**src/core/cie_pkg.sv**
```systemverilog
package cie_pkg;
   // ------------------------------------------------------------
   // Widths and map
   // ------------------------------------------------------------
   localparam int unsigned CIE_NUM_SRC = 8;
   localparam int unsigned CIE_VEC_W = 3;
   localparam logic [15:0] CIE_VEC_TOP = 16'hFFFE;
   localparam logic [15:0] CIE_SP_RST = 16'h00FF;
   localparam int unsigned CIE_VEC_BYTES = 2;
   localparam int unsigned CIE_STACK_BYTES = 6;
   localparam int unsigned CIE_MASK_BIT = 3;
   localparam logic [7:0] CIE_CC_RST = 8'h08;

   typedef enum logic [1:0] {
      CIE_OP_NONE,
      CIE_OP_CLI,
      CIE_OP_SEI,
      CIE_OP_RTI
   } cie_op_e;

   // Core register image stacked on entry
   typedef struct packed {
      logic [15:0] pc;
      logic [7:0] idx_hi;
      logic [7:0] idx_lo;
      logic [7:0] acc;
      logic [7:0] cc;
   } cie_regs_s;

   // Memory access request
   typedef struct packed {
      logic valid;
      logic write;
      logic [15:0] addr;
      logic [7:0] wdata;
   } cie_mem_s;
endpackage : cie_pkg

```
**src/core/cie_arbiter.sv**
```systemverilog
`timescale 1ns/10ps
module cie_arbiter #(
   parameter int unsigned N = cie_pkg::CIE_NUM_SRC,
   parameter int unsigned W = cie_pkg::CIE_VEC_W
) (
   input wire logic [N-1:0] req,
   output logic any,
   output logic [W-1:0] win
);
   import cie_pkg::*;
   logic [N-1:0] hit;
   logic [N-1:0] below;

   // ------------------------------------------------------------
   // Lowest index wins
   // ------------------------------------------------------------
   // fixed number priority
   assign below[0] = 1'b0;
   genvar g;
   generate
      for (g = 1; g < N; g++) begin : g_pri
         assign below[g] = below[g-1] | req[g-1];
      end
   endgenerate
   assign hit = req & ~below;
   assign any = |req;

   always_comb begin
      win = '0;
      for (int i = 0; i < N; i++) begin
         if (hit[i]) begin
            win = W'(i);
         end
      end
   end
endmodule : cie_arbiter

```
**src/core/cie_entry.sv**
```systemverilog
`timescale 1ns/10ps
// Summary of operation
// - Larger vector number means lower priority
// - Reset is highest, vector zero
// - Vector entry holds handler address
// - Check pending requests after each instruction other than CLI, SEI and RTI
// - Highest priority pending request served first
// - Acceptance sets the global mask
// - Handler completion clears mask again
// - Finish current instruction before entry
// - Push PC, index pair, accumulator, condition codes
// - Fetch winning vector, load PC, run
// - Two-byte vectors at top of memory
// - Mask bit in condition codes blocks all
// - Any reset leaves mask set
module cie_entry (
   input wire logic clk_sys,
   input wire logic rst_n,
   input wire logic [cie_pkg::CIE_NUM_SRC-1:1] irq_req,
   input wire logic instr_done,
   input wire cie_pkg::cie_op_e op,
   input wire cie_pkg::cie_regs_s core_regs,
   output cie_pkg::cie_mem_s mem_req,
   input wire logic [7:0] mem_rdata,
   output logic core_hold,
   output logic load_valid,
   output cie_pkg::cie_regs_s load_regs,
   output logic [15:0] sp,
   output logic mask,
   output logic [cie_pkg::CIE_VEC_W-1:0] vec_num
);
   import cie_pkg::*;

   typedef enum {
      S_RUN,
      S_PUSH,
      S_VEC_HI,
      S_VEC_LO,
      S_POP
   } cie_state_e;

   cie_state_e state_q;
   logic [2:0] cnt_q;
   logic [15:0] sp_q;
   logic [7:0] cc_q;
   logic [CIE_VEC_W-1:0] vec_q;
   logic [15:0] pc_q;
   cie_regs_s save_q;
   cie_regs_s pop_q;
   logic first_q;
   logic load_q;
   logic [CIE_NUM_SRC-1:0] req_all;
   logic any;
   logic [CIE_VEC_W-1:0] win;
   logic take;
   logic [15:0] vec_addr;
   logic [7:0] push_byte;

   // ------------------------------------------------------------
   // Arbitration
   // ------------------------------------------------------------
   // vector zero is reset
   assign req_all = {irq_req, 1'b0};
   cie_arbiter #(.N(CIE_NUM_SRC), .W(CIE_VEC_W)) u_arb (
      .req(req_all),
      .any(any),
      .win(win)
   );

   assign take = (state_q == S_RUN) && instr_done && any && !cc_q[CIE_MASK_BIT]
      && (op == CIE_OP_NONE);

   assign vec_addr = CIE_VEC_TOP - 16'(CIE_VEC_BYTES * vec_q);

   // Push order: PCL, PCH, X lo, X hi, A, CC, so pop reverses to CC first
   always_comb begin
      unique case (cnt_q)
         3'd0: push_byte = save_q.pc[7:0];
         3'd1: push_byte = save_q.pc[15:8];
         3'd2: push_byte = save_q.idx_lo;
         3'd3: push_byte = save_q.idx_hi;
         3'd4: push_byte = save_q.acc;
         default: push_byte = save_q.cc;
      endcase
   end

   // ------------------------------------------------------------
   // Sequencer
   // ------------------------------------------------------------
   always_ff @(posedge clk_sys) begin
      if (!rst_n) begin
         state_q <= S_RUN;
         cnt_q <= 3'd0;
      end else begin
         unique case (state_q)
            S_RUN: begin
               cnt_q <= 3'd0;
               if (take) begin
                  state_q <= S_PUSH;
               end else if (instr_done && op == CIE_OP_RTI) begin
                  state_q <= S_POP;
               end
            end
            S_PUSH: begin
               cnt_q <= cnt_q + 3'd1;
               if (cnt_q == 3'(CIE_STACK_BYTES - 1)) begin
                  state_q <= S_VEC_HI;
               end
            end
            S_VEC_HI: state_q <= S_VEC_LO;
            S_VEC_LO: state_q <= S_RUN;
            S_POP: begin
               cnt_q <= cnt_q + 3'd1;
               if (cnt_q == 3'(CIE_STACK_BYTES - 1)) begin
                  state_q <= S_RUN;
               end
            end
         endcase
      end
   end

   // Push writes at sp then decrements; pop increments then reads
   always_ff @(posedge clk_sys) begin
      if (!rst_n) begin
         sp_q <= CIE_SP_RST;
      end else if (state_q == S_PUSH) begin
         sp_q <= sp_q - 16'd1;
      end else if (state_q == S_POP) begin
         sp_q <= sp_q + 16'd1;
      end
   end

   always_ff @(posedge clk_sys) begin
      if (!rst_n) begin
         save_q <= '0;
         vec_q <= '0;
      end else if (take) begin
         save_q <= core_regs;
         vec_q <= win;
      end
   end

   // ------------------------------------------------------------
   // Global mask
   // ------------------------------------------------------------
   always_ff @(posedge clk_sys) begin
      if (!rst_n) begin
         cc_q <= CIE_CC_RST;
      end else if (state_q == S_RUN && instr_done && op != CIE_OP_NONE) begin
         cc_q <= core_regs.cc;
         if (op == CIE_OP_CLI) begin
            cc_q[CIE_MASK_BIT] <= 1'b0;
         end else if (op == CIE_OP_SEI) begin
            cc_q[CIE_MASK_BIT] <= 1'b1;
         end
      end else if (take) begin
         cc_q <= core_regs.cc | 8'(1 << CIE_MASK_BIT);
      end else if (state_q == S_POP && cnt_q == 3'd0) begin
         cc_q <= mem_rdata;
      end else if (state_q == S_RUN) begin
         cc_q <= core_regs.cc | (cc_q & 8'(1 << CIE_MASK_BIT));
      end
   end

   // ------------------------------------------------------------
   // Restore path
   // ------------------------------------------------------------
   // Memory read data is taken in the same cycle as the address
   always_ff @(posedge clk_sys) begin
      if (!rst_n) begin
         pc_q <= '0;
         pop_q <= '0;
         load_q <= 1'b0;
      end else begin
         load_q <= 1'b0;
         if (state_q == S_VEC_HI) begin
            pc_q[15:8] <= mem_rdata;
         end
         if (state_q == S_VEC_LO) begin
            pc_q[7:0] <= mem_rdata;
            pop_q <= save_q;
            pop_q.pc <= {pc_q[15:8], mem_rdata};
            pop_q.cc <= cc_q;
            load_q <= 1'b1;
         end
         if (state_q == S_POP) begin
            unique case (cnt_q)
               3'd0: pop_q.cc <= mem_rdata;
               3'd1: pop_q.acc <= mem_rdata;
               3'd2: pop_q.idx_hi <= mem_rdata;
               3'd3: pop_q.idx_lo <= mem_rdata;
               3'd4: pop_q.pc[15:8] <= mem_rdata;
               default: begin
                  pop_q.pc[7:0] <= mem_rdata;
                  load_q <= 1'b1;
               end
            endcase
         end
      end
   end

   always_comb begin
      mem_req = '0;
      unique case (state_q)
         S_PUSH: begin
            mem_req.valid = 1'b1;
            mem_req.write = 1'b1;
            mem_req.addr = sp_q;
            mem_req.wdata = push_byte;
         end
         S_VEC_HI: begin
            mem_req.valid = 1'b1;
            mem_req.addr = vec_addr - 16'd1;
         end
         S_VEC_LO: begin
            mem_req.valid = 1'b1;
            mem_req.addr = vec_addr;
         end
         S_POP: begin
            mem_req.valid = 1'b1;
            mem_req.addr = sp_q + 16'd1;
         end
         default: mem_req = '0;
      endcase
   end

   assign core_hold = (state_q != S_RUN) || take;
   assign load_valid = load_q;
   assign load_regs = pop_q;
   assign sp = sp_q;
   assign mask = cc_q[CIE_MASK_BIT];
   assign vec_num = vec_q;

   // ------------------------------------------------------------
   // Checks
   // ------------------------------------------------------------
   chk_mask_on_take: assert property (@(posedge clk_sys) disable iff (!rst_n)
      take |=> mask) else $error("mask not set on entry");
   chk_no_take_masked: assert property (@(posedge clk_sys) disable iff (!rst_n)
      state_q == S_RUN && mask |=> !mem_req.write) else $error("taken while masked");
   chk_boundary_only: assert property (@(posedge clk_sys) disable iff (!rst_n)
      !core_hold && !instr_done |=> !mem_req.valid) else $error("entry mid instruction");
   chk_push_len: assert property (@(posedge clk_sys) disable iff (!rst_n)
      take |=> mem_req.write [*6] ##1 !mem_req.write) else $error("bad push length");
   chk_vec_load: assert property (@(posedge clk_sys) disable iff (!rst_n)
      take |-> ##9 load_valid) else $error("vector not loaded");
   chk_prio_win: assert property (@(posedge clk_sys) disable iff (!rst_n)
      take && req_all[1] |=> vec_num == 3'd1) else $error("priority lost");
   chk_rst_mask: assert property (@(posedge clk_sys)
      !rst_n |=> mask) else $error("mask clear after reset");
   chk_vec_addr: assert property (@(posedge clk_sys) disable iff (!rst_n)
      state_q == S_VEC_LO |-> mem_req.addr == CIE_VEC_TOP - 16'(2 * vec_num))
      else $error("bad vector address");
   chk_rti_restore: assert property (@(posedge clk_sys) disable iff (!rst_n)
      state_q == S_RUN && instr_done && op == CIE_OP_RTI |-> ##7 load_valid)
      else $error("return restore late");
endmodule : cie_entry

```
**config.mk**
```make
export PLATFORM = sky130hd
export DESIGN_NAME = cie_entry
export DESIGN_NICKNAME = d
export VERILOG_FILES = /design/src/core/cie_pkg.sv /design/src/core/cie_arbiter.sv /design/src/core/cie_entry.sv
export SDC_FILE = /design/constraint.sdc
export NUM_CORES = 1
export LEC_CHECK = 0
export BUFFER_PORTS_ARGS = -buffer_cell sky130_fd_sc_hd__buf_2
export CORE_ASPECT_RATIO = 0.9
export CORE_MARGIN = 2
export CORE_UTILIZATION = 50
export CTS_BUF_LIST = sky130_fd_sc_hd__clkbuf_2
export DETAILED_ROUTE_END_ITERATION = 8
export GPL_ROUTABILITY_DRIVEN = 0
export GPL_TIMING_DRIVEN = 1
export PLACE_DENSITY = 0.75
export SKIP_LAST_GASP = 1
export SLEW_MARGIN = 20
export SYNTH_ARGS = -nofsm -noshare
export SYNTH_HDL_FRONTEND = slang
export SYNTH_SLANG_ARGS = --single-unit
```
**constraint.sdc**
```tcl
create_clock -name clk_sys -period 4.2 [get_ports clk_sys]
set_clock_uncertainty 0.1 [all_clocks]
set_input_delay 0.84 -clock clk_sys [delete_from_list [all_inputs] [get_ports clk_sys]]
set_output_delay 0.84 -clock clk_sys [all_outputs]
set_load 0.01 [all_outputs]
```
Yosys cells after proc, flatten, opt, wreduce, memory -nomap -nowiden
Index checks and enable logic that the tools add are counted.

word-level totals
  logic and storage cells = 109
  output and inout bits = 96
  flip-flop bits (word level) = 167
  bits of input ports = 68

cells by class
  equal/unequal tests = 19
  $add $sub $neg = 5
  mux-type cells = 37
  reductions and logical operators = 23
  bitwise operators = 8

operator list
  kind                     number
  $pmux W32 S5             1
  $mux W32                 4
  $eq A32 B2 Y1 const B    3
  $eq A32 B3 Y1 const B    3
  $mux W48                 2
  $mux W8                  11
  $logic_not A32 Y1        2
  $pmux W16 S4             1
  $pmux W8 S5              1
  $eq A32 B1 Y1 const B    1
  $eq A32 B4 Y1 const B    1
  $mux W16                 2
  $reduce_bool A32 Y1      1
  $mux W3                  6
  $add A16 B1 Y16 const B  1
  $sub A16 B1 Y16 const B  1
  $and A8 B8 Y8            1
  $mux W1                  8
  $not A8 Y8               1
  $or A8 B4 Y8             1
  $logic_and A1 B1 Y1      7
  $reduce_or A7 Y1         1
  $sub A6 B2 Y7 const B    1
  $eq A3 B2 Y1 const B     2
  20 further kinds         29

Longest topological paths before layout
Gate-level depths: netlist (run 1).

  depth after elaboration = 14
  gate-level depth with buffers = 8
  gate-level depth less buffers = 7

Cells and area by module
Synthesis (run 1) repeated with hierarchy kept, for this count alone.

second synthesis, totals
  cells, all modules = 868
  area, all modules = 6690.2 µm²

by module, submodules not included
  module       seq. area each (µm²)  instances  area each (µm²)  cells each
  cie_entry    2762.6                1          6607.6           854
  cie_arbiter  0.0                   1          82.6             14

Worst setup path before layout (run 1)
Ideal clock, no wire load.

  kind = reg-to-output
  from = reg sp_q[5], in the netlist sp[5]
  to = out mem_req[22] (netlist name)
  setup slack = 1230 ps
  stages on the path, launching flop included = 6
  path buffers = 1
  data arrival time = 2030 ps
  cell sequence = dfxtp_1 > clkbuf_1 > nand4_1 > nor4_1 > nand2_1 > o311ai_0

RTL lines
  element                 line              text
  start, declared         cie_entry.sv:44   logic [15:0] sp_q;
  start signal, assigned  cie_entry.sv:127  sp_q <= sp_q - 16'd1;
  start signal, assigned  cie_entry.sv:129  sp_q <= sp_q + 16'd1;
  end, declared           cie_entry.sv:23   output cie_pkg::cie_mem_s mem_req,

==> impl_metrics.py, run 1 <==
metrics = {
    "sta": {
        "hold_viol": 0,
        "period_needed_ns": 3.85,
        "fmax_mhz": 260,
        "post-route-period-util_pct": 91.7,
        "final_max_slew_viol_count": 0,
        "setup_tns_ns": 0,
        "setup_viol": 0,
        "grt_setup_unrepaired": "no",
        "slew_headroom_pct": 40.2,
        "worst_pin_slew_ns": 0.895,
        "setup_slack_ns": 0.347,
        "hold_slack_ns": 0.197,
    },
    "route": {
        "wl_per_cell_um": 17.2,
        "ant_nets": 0,
        "met1_length_um": 8730,
        "wl_met3_um": 1570,
        "via_per_inst": 5.87,
        "drc": 0,
        "drtIter0Drc": 700,
        "drt_first_pass_iters": 7,
        "vias": 6874,
        "top_layer_used": "met4",
        "wl_um": 20100,
        "route.met2.wl_um": 9360,
    },
    "critical_path": {
        "end_kind": "output pin",
        "worst_ep_arrival_time_ns": 2.91,
        "cp_max_fo": 30,
        "cp_top_family": "simple AND/OR/NAND/NOR gates",
        "start_kind": "flip-flop",
        "path_cells": "or3b_2, nor4_1, nand2_1, nand3_1, buf_2",
        "slowest_delay_ns": 0.77,
        "reg2reg_depth": 6,
        "crit_required_ns": 3.26,
        "cp_num_cells": 5,
        "worstSetupPathType": "flip-flop to output pin",
        "cp_slowest_cell": "or3b_2",
        "crit_buf_inv": 1,
    },
    "clock_network": {
        "cts_resized": 0,
        "ctsHoldBuffers": 0,
        "cts_made_buffers": 17,
        "cts-htree-levels": 4,
        "cts_buffer_depth": 2,
        "root_buffer": "clkbuf_2",
        "path_clk_slew_ns": 0.23,
        "cts_tree": "yes",
        "post_cts_buffers": 0,
        "cts.sinks": 138,
        "clk_latency_ns": 0.73,
    },
    "yosys": {
        "yosys.area.top_type": "dfxtp_1",
        "ys_ff_latch": 138,
        "synth-edff-count": 0,
        "async_flop_share_pct": 0,
        "synth_cell_types": 63,
        "netlist.area_leader.share_pct": 40.6,
        "syn_area_um2": 6800,
        "synth-main-ff-cell": "dfxtp_1",
        "ys_seq_area_share_pct": 40.6,
        "yosysMostFrequentCell": "nand2_1",
        "synthesis.nets": 948,
        "synth_commonest_cells": "nand2_1 (177), dfxtp_1 (138), nand3_1 (81), a21oi_1 (74), clkbuf_1 (63)",
        "syn-instance-count": 872,
        "syn_avg_cell_area_um2": 7.80,
        "yosys-top-cells-area": "dfxtp_1 (41%), nand2_1 (9.8%), nand3_1 (6.0%), a21oi_1 (5.4%), o211a_1 (4.1%)",
        "ys_warn_count": 0,
    },
    "pwr": {
        "p_total_mw": 2.50,
        "p_per_area_nw_per_um2": 316,
        "ir_drop_uv": 299,
        "leakage_nw": 3.61,
    },
    "placed_design": {
        "dp_slack_ns": 0.953,
        "dp.cells": 1139,
        "port_buffers": 163,
        "dpl_cell_area_um2": 7630,
        "place_hpwl_um": 13800,
    },
    "floorplanning": {
        "rows": 40,
        "design.die.area_um2": 14600,
        "die_width_um": 127,
        "initial_core_util_pct": 51.1,
        "core_area_um2": 13300,
        "ios": 164,
        "die_y_um": 115,
    },
    "cells_and_area": {
        "fill_cells": 1284,
        "drive_above_1_share_pct": 22.3,
        "area_growth_pct": 16.1,
        "diodes": 0,
        "finalNetCount": 1066,
        "stdcell_count": 1171,
        "multi_input_area_um2": 3710,
        "post-route-util_pct": 59.3,
        "final_cell_area_um2": 7900,
        "seq_area_um2": 2760,
    },
    "global_routing": {
        "grt_pass1_vias": 6089,
        "gr-total-overflow": 0,
        "grt_max_degree": 71,
        "antenna_found_initial": 0,
        "grt_pass1_wl_um": 31300,
        "gr-usage-all-layers_pct": 27.2,
    },
    "status": {
        "status": "completed",
    },
    "min_path": {
        "hp-class": "primary input to flip-flop",
        "hold_depth": 3,
    },
    "job": {
        "maxCapViolations": 0,
    },
}
==> layer usage <==
layer  GRT usage [%]  vias to the layer above
met3            6.45                       31
met4            8.79                        0
li1                -                     3323
met1            35.4                     3241
met2            44.8                      279
met5               0                        -
==> power breakdown <==
part | internal [mW] | leakage (nW) | total, mW | switching (mW)
logic | 0.105 | 2.34 | 0.267 | 0.161
clock network | 0.338 | 0.155 | 0.862 | 0.524
registers | 1.34 | 1.12 | 1.37 | 0.0335
total | 1.78 | 3.61 | 2.50 | 0.719
==> flip-flops by register name, summed over array words and instances (netlist names) <==
signal / count
load_valid: 1
save_q: 48
cc_q: 8
vec_num: 3
sp: 16
cnt_q: 3
pc_q: 8
load_regs: 48
state_q: 3
==> kinds of logic after synthesis <==
logic type                 count (synthesis)  share of synthesized area (%)
muxes                                     22                           3.44
xor gates and xnor gates                  16                           2.06
and+or+nand+nor                          379                           25.6
buffers and inverters                     89                           5.04
DFF                                      138                           40.6
adders and majority gates                  8                           1.47
AOI/OAI and AO/OA                        220                           21.8
==> worst paths after layout <==
check / startpoint / endpoint / slack, ns
min: core_regs[15] / save_q[15]$_SDFFE_PN0P_ / 0.20
max: state_q[2]$_SDFFE_PN0P_ / mem_req[21] / 0.35
max reg2reg: state_q[0]$_SDFFE_PN0P_ / sp[8]$_SDFFE_PN0P_ / 1.44
min reg2reg: save_q[7]$_SDFFE_PN0P_ / save_q[7]$_SDFFE_PN0P_ / 0.37
==> final cells by class <==
cell class	count	area share (%)
clock buffers	18	1.14
clock inverters	14	2.14
inverters	13	0.618
multi-input cells	645	47.0
flip-flops and latches	138	35.0
well taps	168	2.66
repair buffers	175	11.5
==> cell usage in the layout (no fill, tap or decap), drive strengths merged, types with 4 or more instances in the layout <==
| cell type | count |
|---|---|
| nand2 | 177 |
| buf | 175 |
| dfxtp | 138 |
| nand3 | 81 |
| a21oi | 74 |
| nor2 | 47 |
| o21ai | 44 |
| o211a | 28 |
| mux2i | 20 |
| clkbuf | 18 |
| inv | 15 |
| and2 | 14 |
| nor2b | 14 |
| a22oi | 12 |
| xnor2 | 11 |
| a311oi | 10 |
| a21boi | 10 |
| nor3 | 9 |
| a222oi | 8 |
| ha | 8 |
| o22ai | 7 |
| clkinv | 7 |
| nand4 | 6 |
| xor2 | 5 |
| or3 | 5 |
| nor4 | 5 |
| nand2b | 4 |
| and4 | 4 |
| and3 | 4 |
==> worst reg2reg max path, stage by stage (launching register included) <==
cell and delay [ns]:
dfxtp_1 0.70, or3b_2 0.70, clkinv_1 0.27, nand3_1 0.16, or4_2 0.56, nand3_1 0.10
a21boi_0 0.09
Power figures use the tool's default switching activity.
==> run 2, diff against run 1 <==
ABC_AREA = 1   (was unset)
==> run 2 against run 1 <==
Maximum frequency decreased by 1.3%. Highest routed layer unchanged. Count of clock-buffer cells in the layout increased by 4. Area after synthesis about the same. Die area about the same. Final cell count increased by 10%. Critical path depth increased by 4. Critical endpoint is now mem_req[25]. Largest cell class unchanged. Non-clock buffer count decreased by 8.
==> impl_metrics.py, run 2 <==
metrics = {
    "critical_path": {
        "worstSetupPathType": "flip-flop to output pin",
        "start_kind": "flip-flop",
        "crit_required_ns": 3.26,
        "worst_ep_arrival_time_ns": 2.96,
        "end_kind": "output pin",
        "reg2reg_depth": 9,
        "cp_max_fo": 30,
    },
    "global_routing": {
        "gr-usage-all-layers_pct": 27.7,
        "grt_max_degree": 85,
        "grt_pass1_wl_um": 31700,
        "grt_pass1_vias": 6022,
        "antenna_found_initial": 1,
        "gr-total-overflow": 0,
    },
    "floorplanning": {
        "design.die.area_um2": 14600,
        "die_y_um": 115,
        "ios": 164,
        "die_width_um": 127,
        "initial_core_util_pct": 51.1,
        "core_area_um2": 13300,
        "rows": 40,
    },
    "cells_and_area": {
        "stdcell_count": 1293,
        "layout_common_cells": "nand2_1 (215), nor2_1 (203), buf_2 (163)",
        "post-route-util_pct": 58.1,
        "fill_cells": 1328,
        "drive_above_1_share_pct": 19.7,
        "multi_input_area_um2": 3530,
        "finalNetCount": 1189,
        "seq_area_um2": 2760,
        "layout_commonest_cell": "nand2_1",
        "area_growth_pct": 13.8,
    },
    "yosys": {
        "netlist.area_leader.share_pct": 40.6,
        "syn_area_um2": 6800,
        "synth-main-ff-cell": "dfxtp_1",
        "synth-edff-count": 0,
        "yosys-top-cells-area": "dfxtp_1 (41%), nand2_1 (12%), nor2_1 (11%), o21ai_0 (7.0%), a21oi_1 (4.4%)",
        "yosys.area.top_type": "dfxtp_1",
        "syn-instance-count": 987,
        "ys_seq_area_share_pct": 40.6,
        "ys_ff_latch": 138,
        "yosysMostFrequentCell": "nand2_1",
        "synth_commonest_cells": "nand2_1 (215), nor2_1 (203), dfxtp_1 (138), o21ai_0 (95), a21oi_1 (60)",
        "ys_warn_count": 0,
        "syn_avg_cell_area_um2": 6.89,
        "synth_cell_types": 36,
        "async_flop_share_pct": 0,
        "synthesis.nets": 1063,
    },
    "clock_network": {
        "ctsHoldBuffers": 0,
        "cts_resized": 0,
        "post_cts_buffers": 0,
        "cts.sinks": 138,
        "cts_buffer_depth": 2,
        "root_buffer": "clkbuf_2",
        "path_clk_slew_ns": 0.18,
        "cts_tree": "yes",
        "cts_made_buffers": 17,
        "clk_latency_ns": 0.72,
        "cts-htree-levels": 4,
    },
    "min_path": {
        "hold_depth": 3,
        "hp-class": "primary input to flip-flop",
    },
    "placed_design": {
        "port_buffers": 163,
        "dp.cells": 1262,
        "place_hpwl_um": 14100,
    },
    "route": {
        "wl_um": 20300,
        "via_per_inst": 5.53,
        "drc": 0,
        "drtIter0Drc": 971,
        "wl_per_cell_um": 15.7,
        "drt_first_pass_iters": 6,
        "ant_nets": 0,
        "vias": 7150,
    },
    "sta": {
        "post-route-period-util_pct": 92.9,
        "period_needed_ns": 3.90,
        "fmax_mhz": 256,
        "worst_pin_slew_ns": 1.07,
        "setup_tns_ns": 0,
        "hold_viol": 0,
        "final_max_slew_viol_count": 0,
        "grt_setup_unrepaired": "no",
        "slew_headroom_pct": 28.9,
        "hold_slack_ns": 0.281,
        "setup_viol": 0,
    },
    "pwr": {
        "leakage_nw": 3.35,
        "ir_drop_uv": 238,
        "p_per_area_nw_per_um2": 460,
        "p_total_mw": 3.56,
    },
    "job": {
        "maxCapViolations": 0,
    },
    "status": {
        "status": "completed",
    },
}
-- run 2: area by class of cell --
cell class / count / area share [%]
Antenna cell: 3 / 0.0970
Multi-Input combinational cell: 730 / 45.6
Timing Repair Buffer: 167 / 10.9
Clock inverter: 6 / 0.679
Tap cell: 168 / 2.72
Clock buffer: 22 / 1.42
Inverter: 59 / 2.88
Sequential cell: 138 / 35.7
-- run 2: cell families after synthesis --
kind of cell               count (synthesis)  share of synthesized area, %
adders and majority gates                  8                          1.47
AOI/OAI and AO/OA                        237                          21.0
buffers and inverters                    119                          7.52
xor gates and xnor gates                   7                         0.901
and+or+nand+nor                          478                          28.5
DFF                                      138                          40.6
-- run 2: path summary, 6_finish.rpt --
| path | slack [ns] | endpoint | startpoint |
|---|---|---|---|
| setup / recovery | 0.30 | mem_req[25] | state_q[2]$_SDFFE_PN0P_ |
| hold / removal | 0.28 | save_q[28]$_SDFFE_PN0P_ | core_regs[28] |
| setup reg to reg | 1.58 | save_q[3]$_SDFFE_PN0P_ | state_q[2]$_SDFFE_PN0P_ |
| hold reg to reg | 0.37 | save_q[46]$_SDFFE_PN0P_ | save_q[46]$_SDFFE_PN0P_ |
-- run 2: metal layers --
metal / share of wire [%] / GRT usage (%) / vias to the layer above
li1: - / - / 3552
met1: 47 / 42.0 / 3234
met2: 41 / 39.1 / 335
met3: 10 / 6.36 / 29
met4: 1.6 / 7.84 / 0
met5: 0 / 0 / -
-- run 2: worst max-delay path: stages (launching register included) --
cell,delay [ns]
dfxtp_1,0.49
inv_2,0.07
nand2_1,0.17
nor2_2,0.04
buf_4,0.21
inv_2,0.44
nand2_2,0.37
nor2_1,0.24
inv_1,0.06
buf_2,0.13
-- run 2: power breakdown --
| part | internal, mW | leakage, nW | switching, mW |
|---|---|---|---|
| registers | 1.47 | 1.12 | 0.176 |
| logic | 0.411 | 2.12 | 0.850 |
| clock network | 0.205 | 0.112 | 0.449 |
| total | 2.08 | 3.35 | 1.48 |
-- run 2: stage by stage --
| stage | cell area, um^2 | setup slack (ns) |
|---|---|---|
| 2_1_floorplan | 6800 | 1.59 |
| 3_3_place_gp | 7570 | 1.16 |
| 3_5_place_dp | 7570 | 1.11 |
| 4_1_cts | 7730 | 0.306 |
| 5_1_grt | 7740 | 0.0815 |
| 6_report | 7740 | 0.297 |
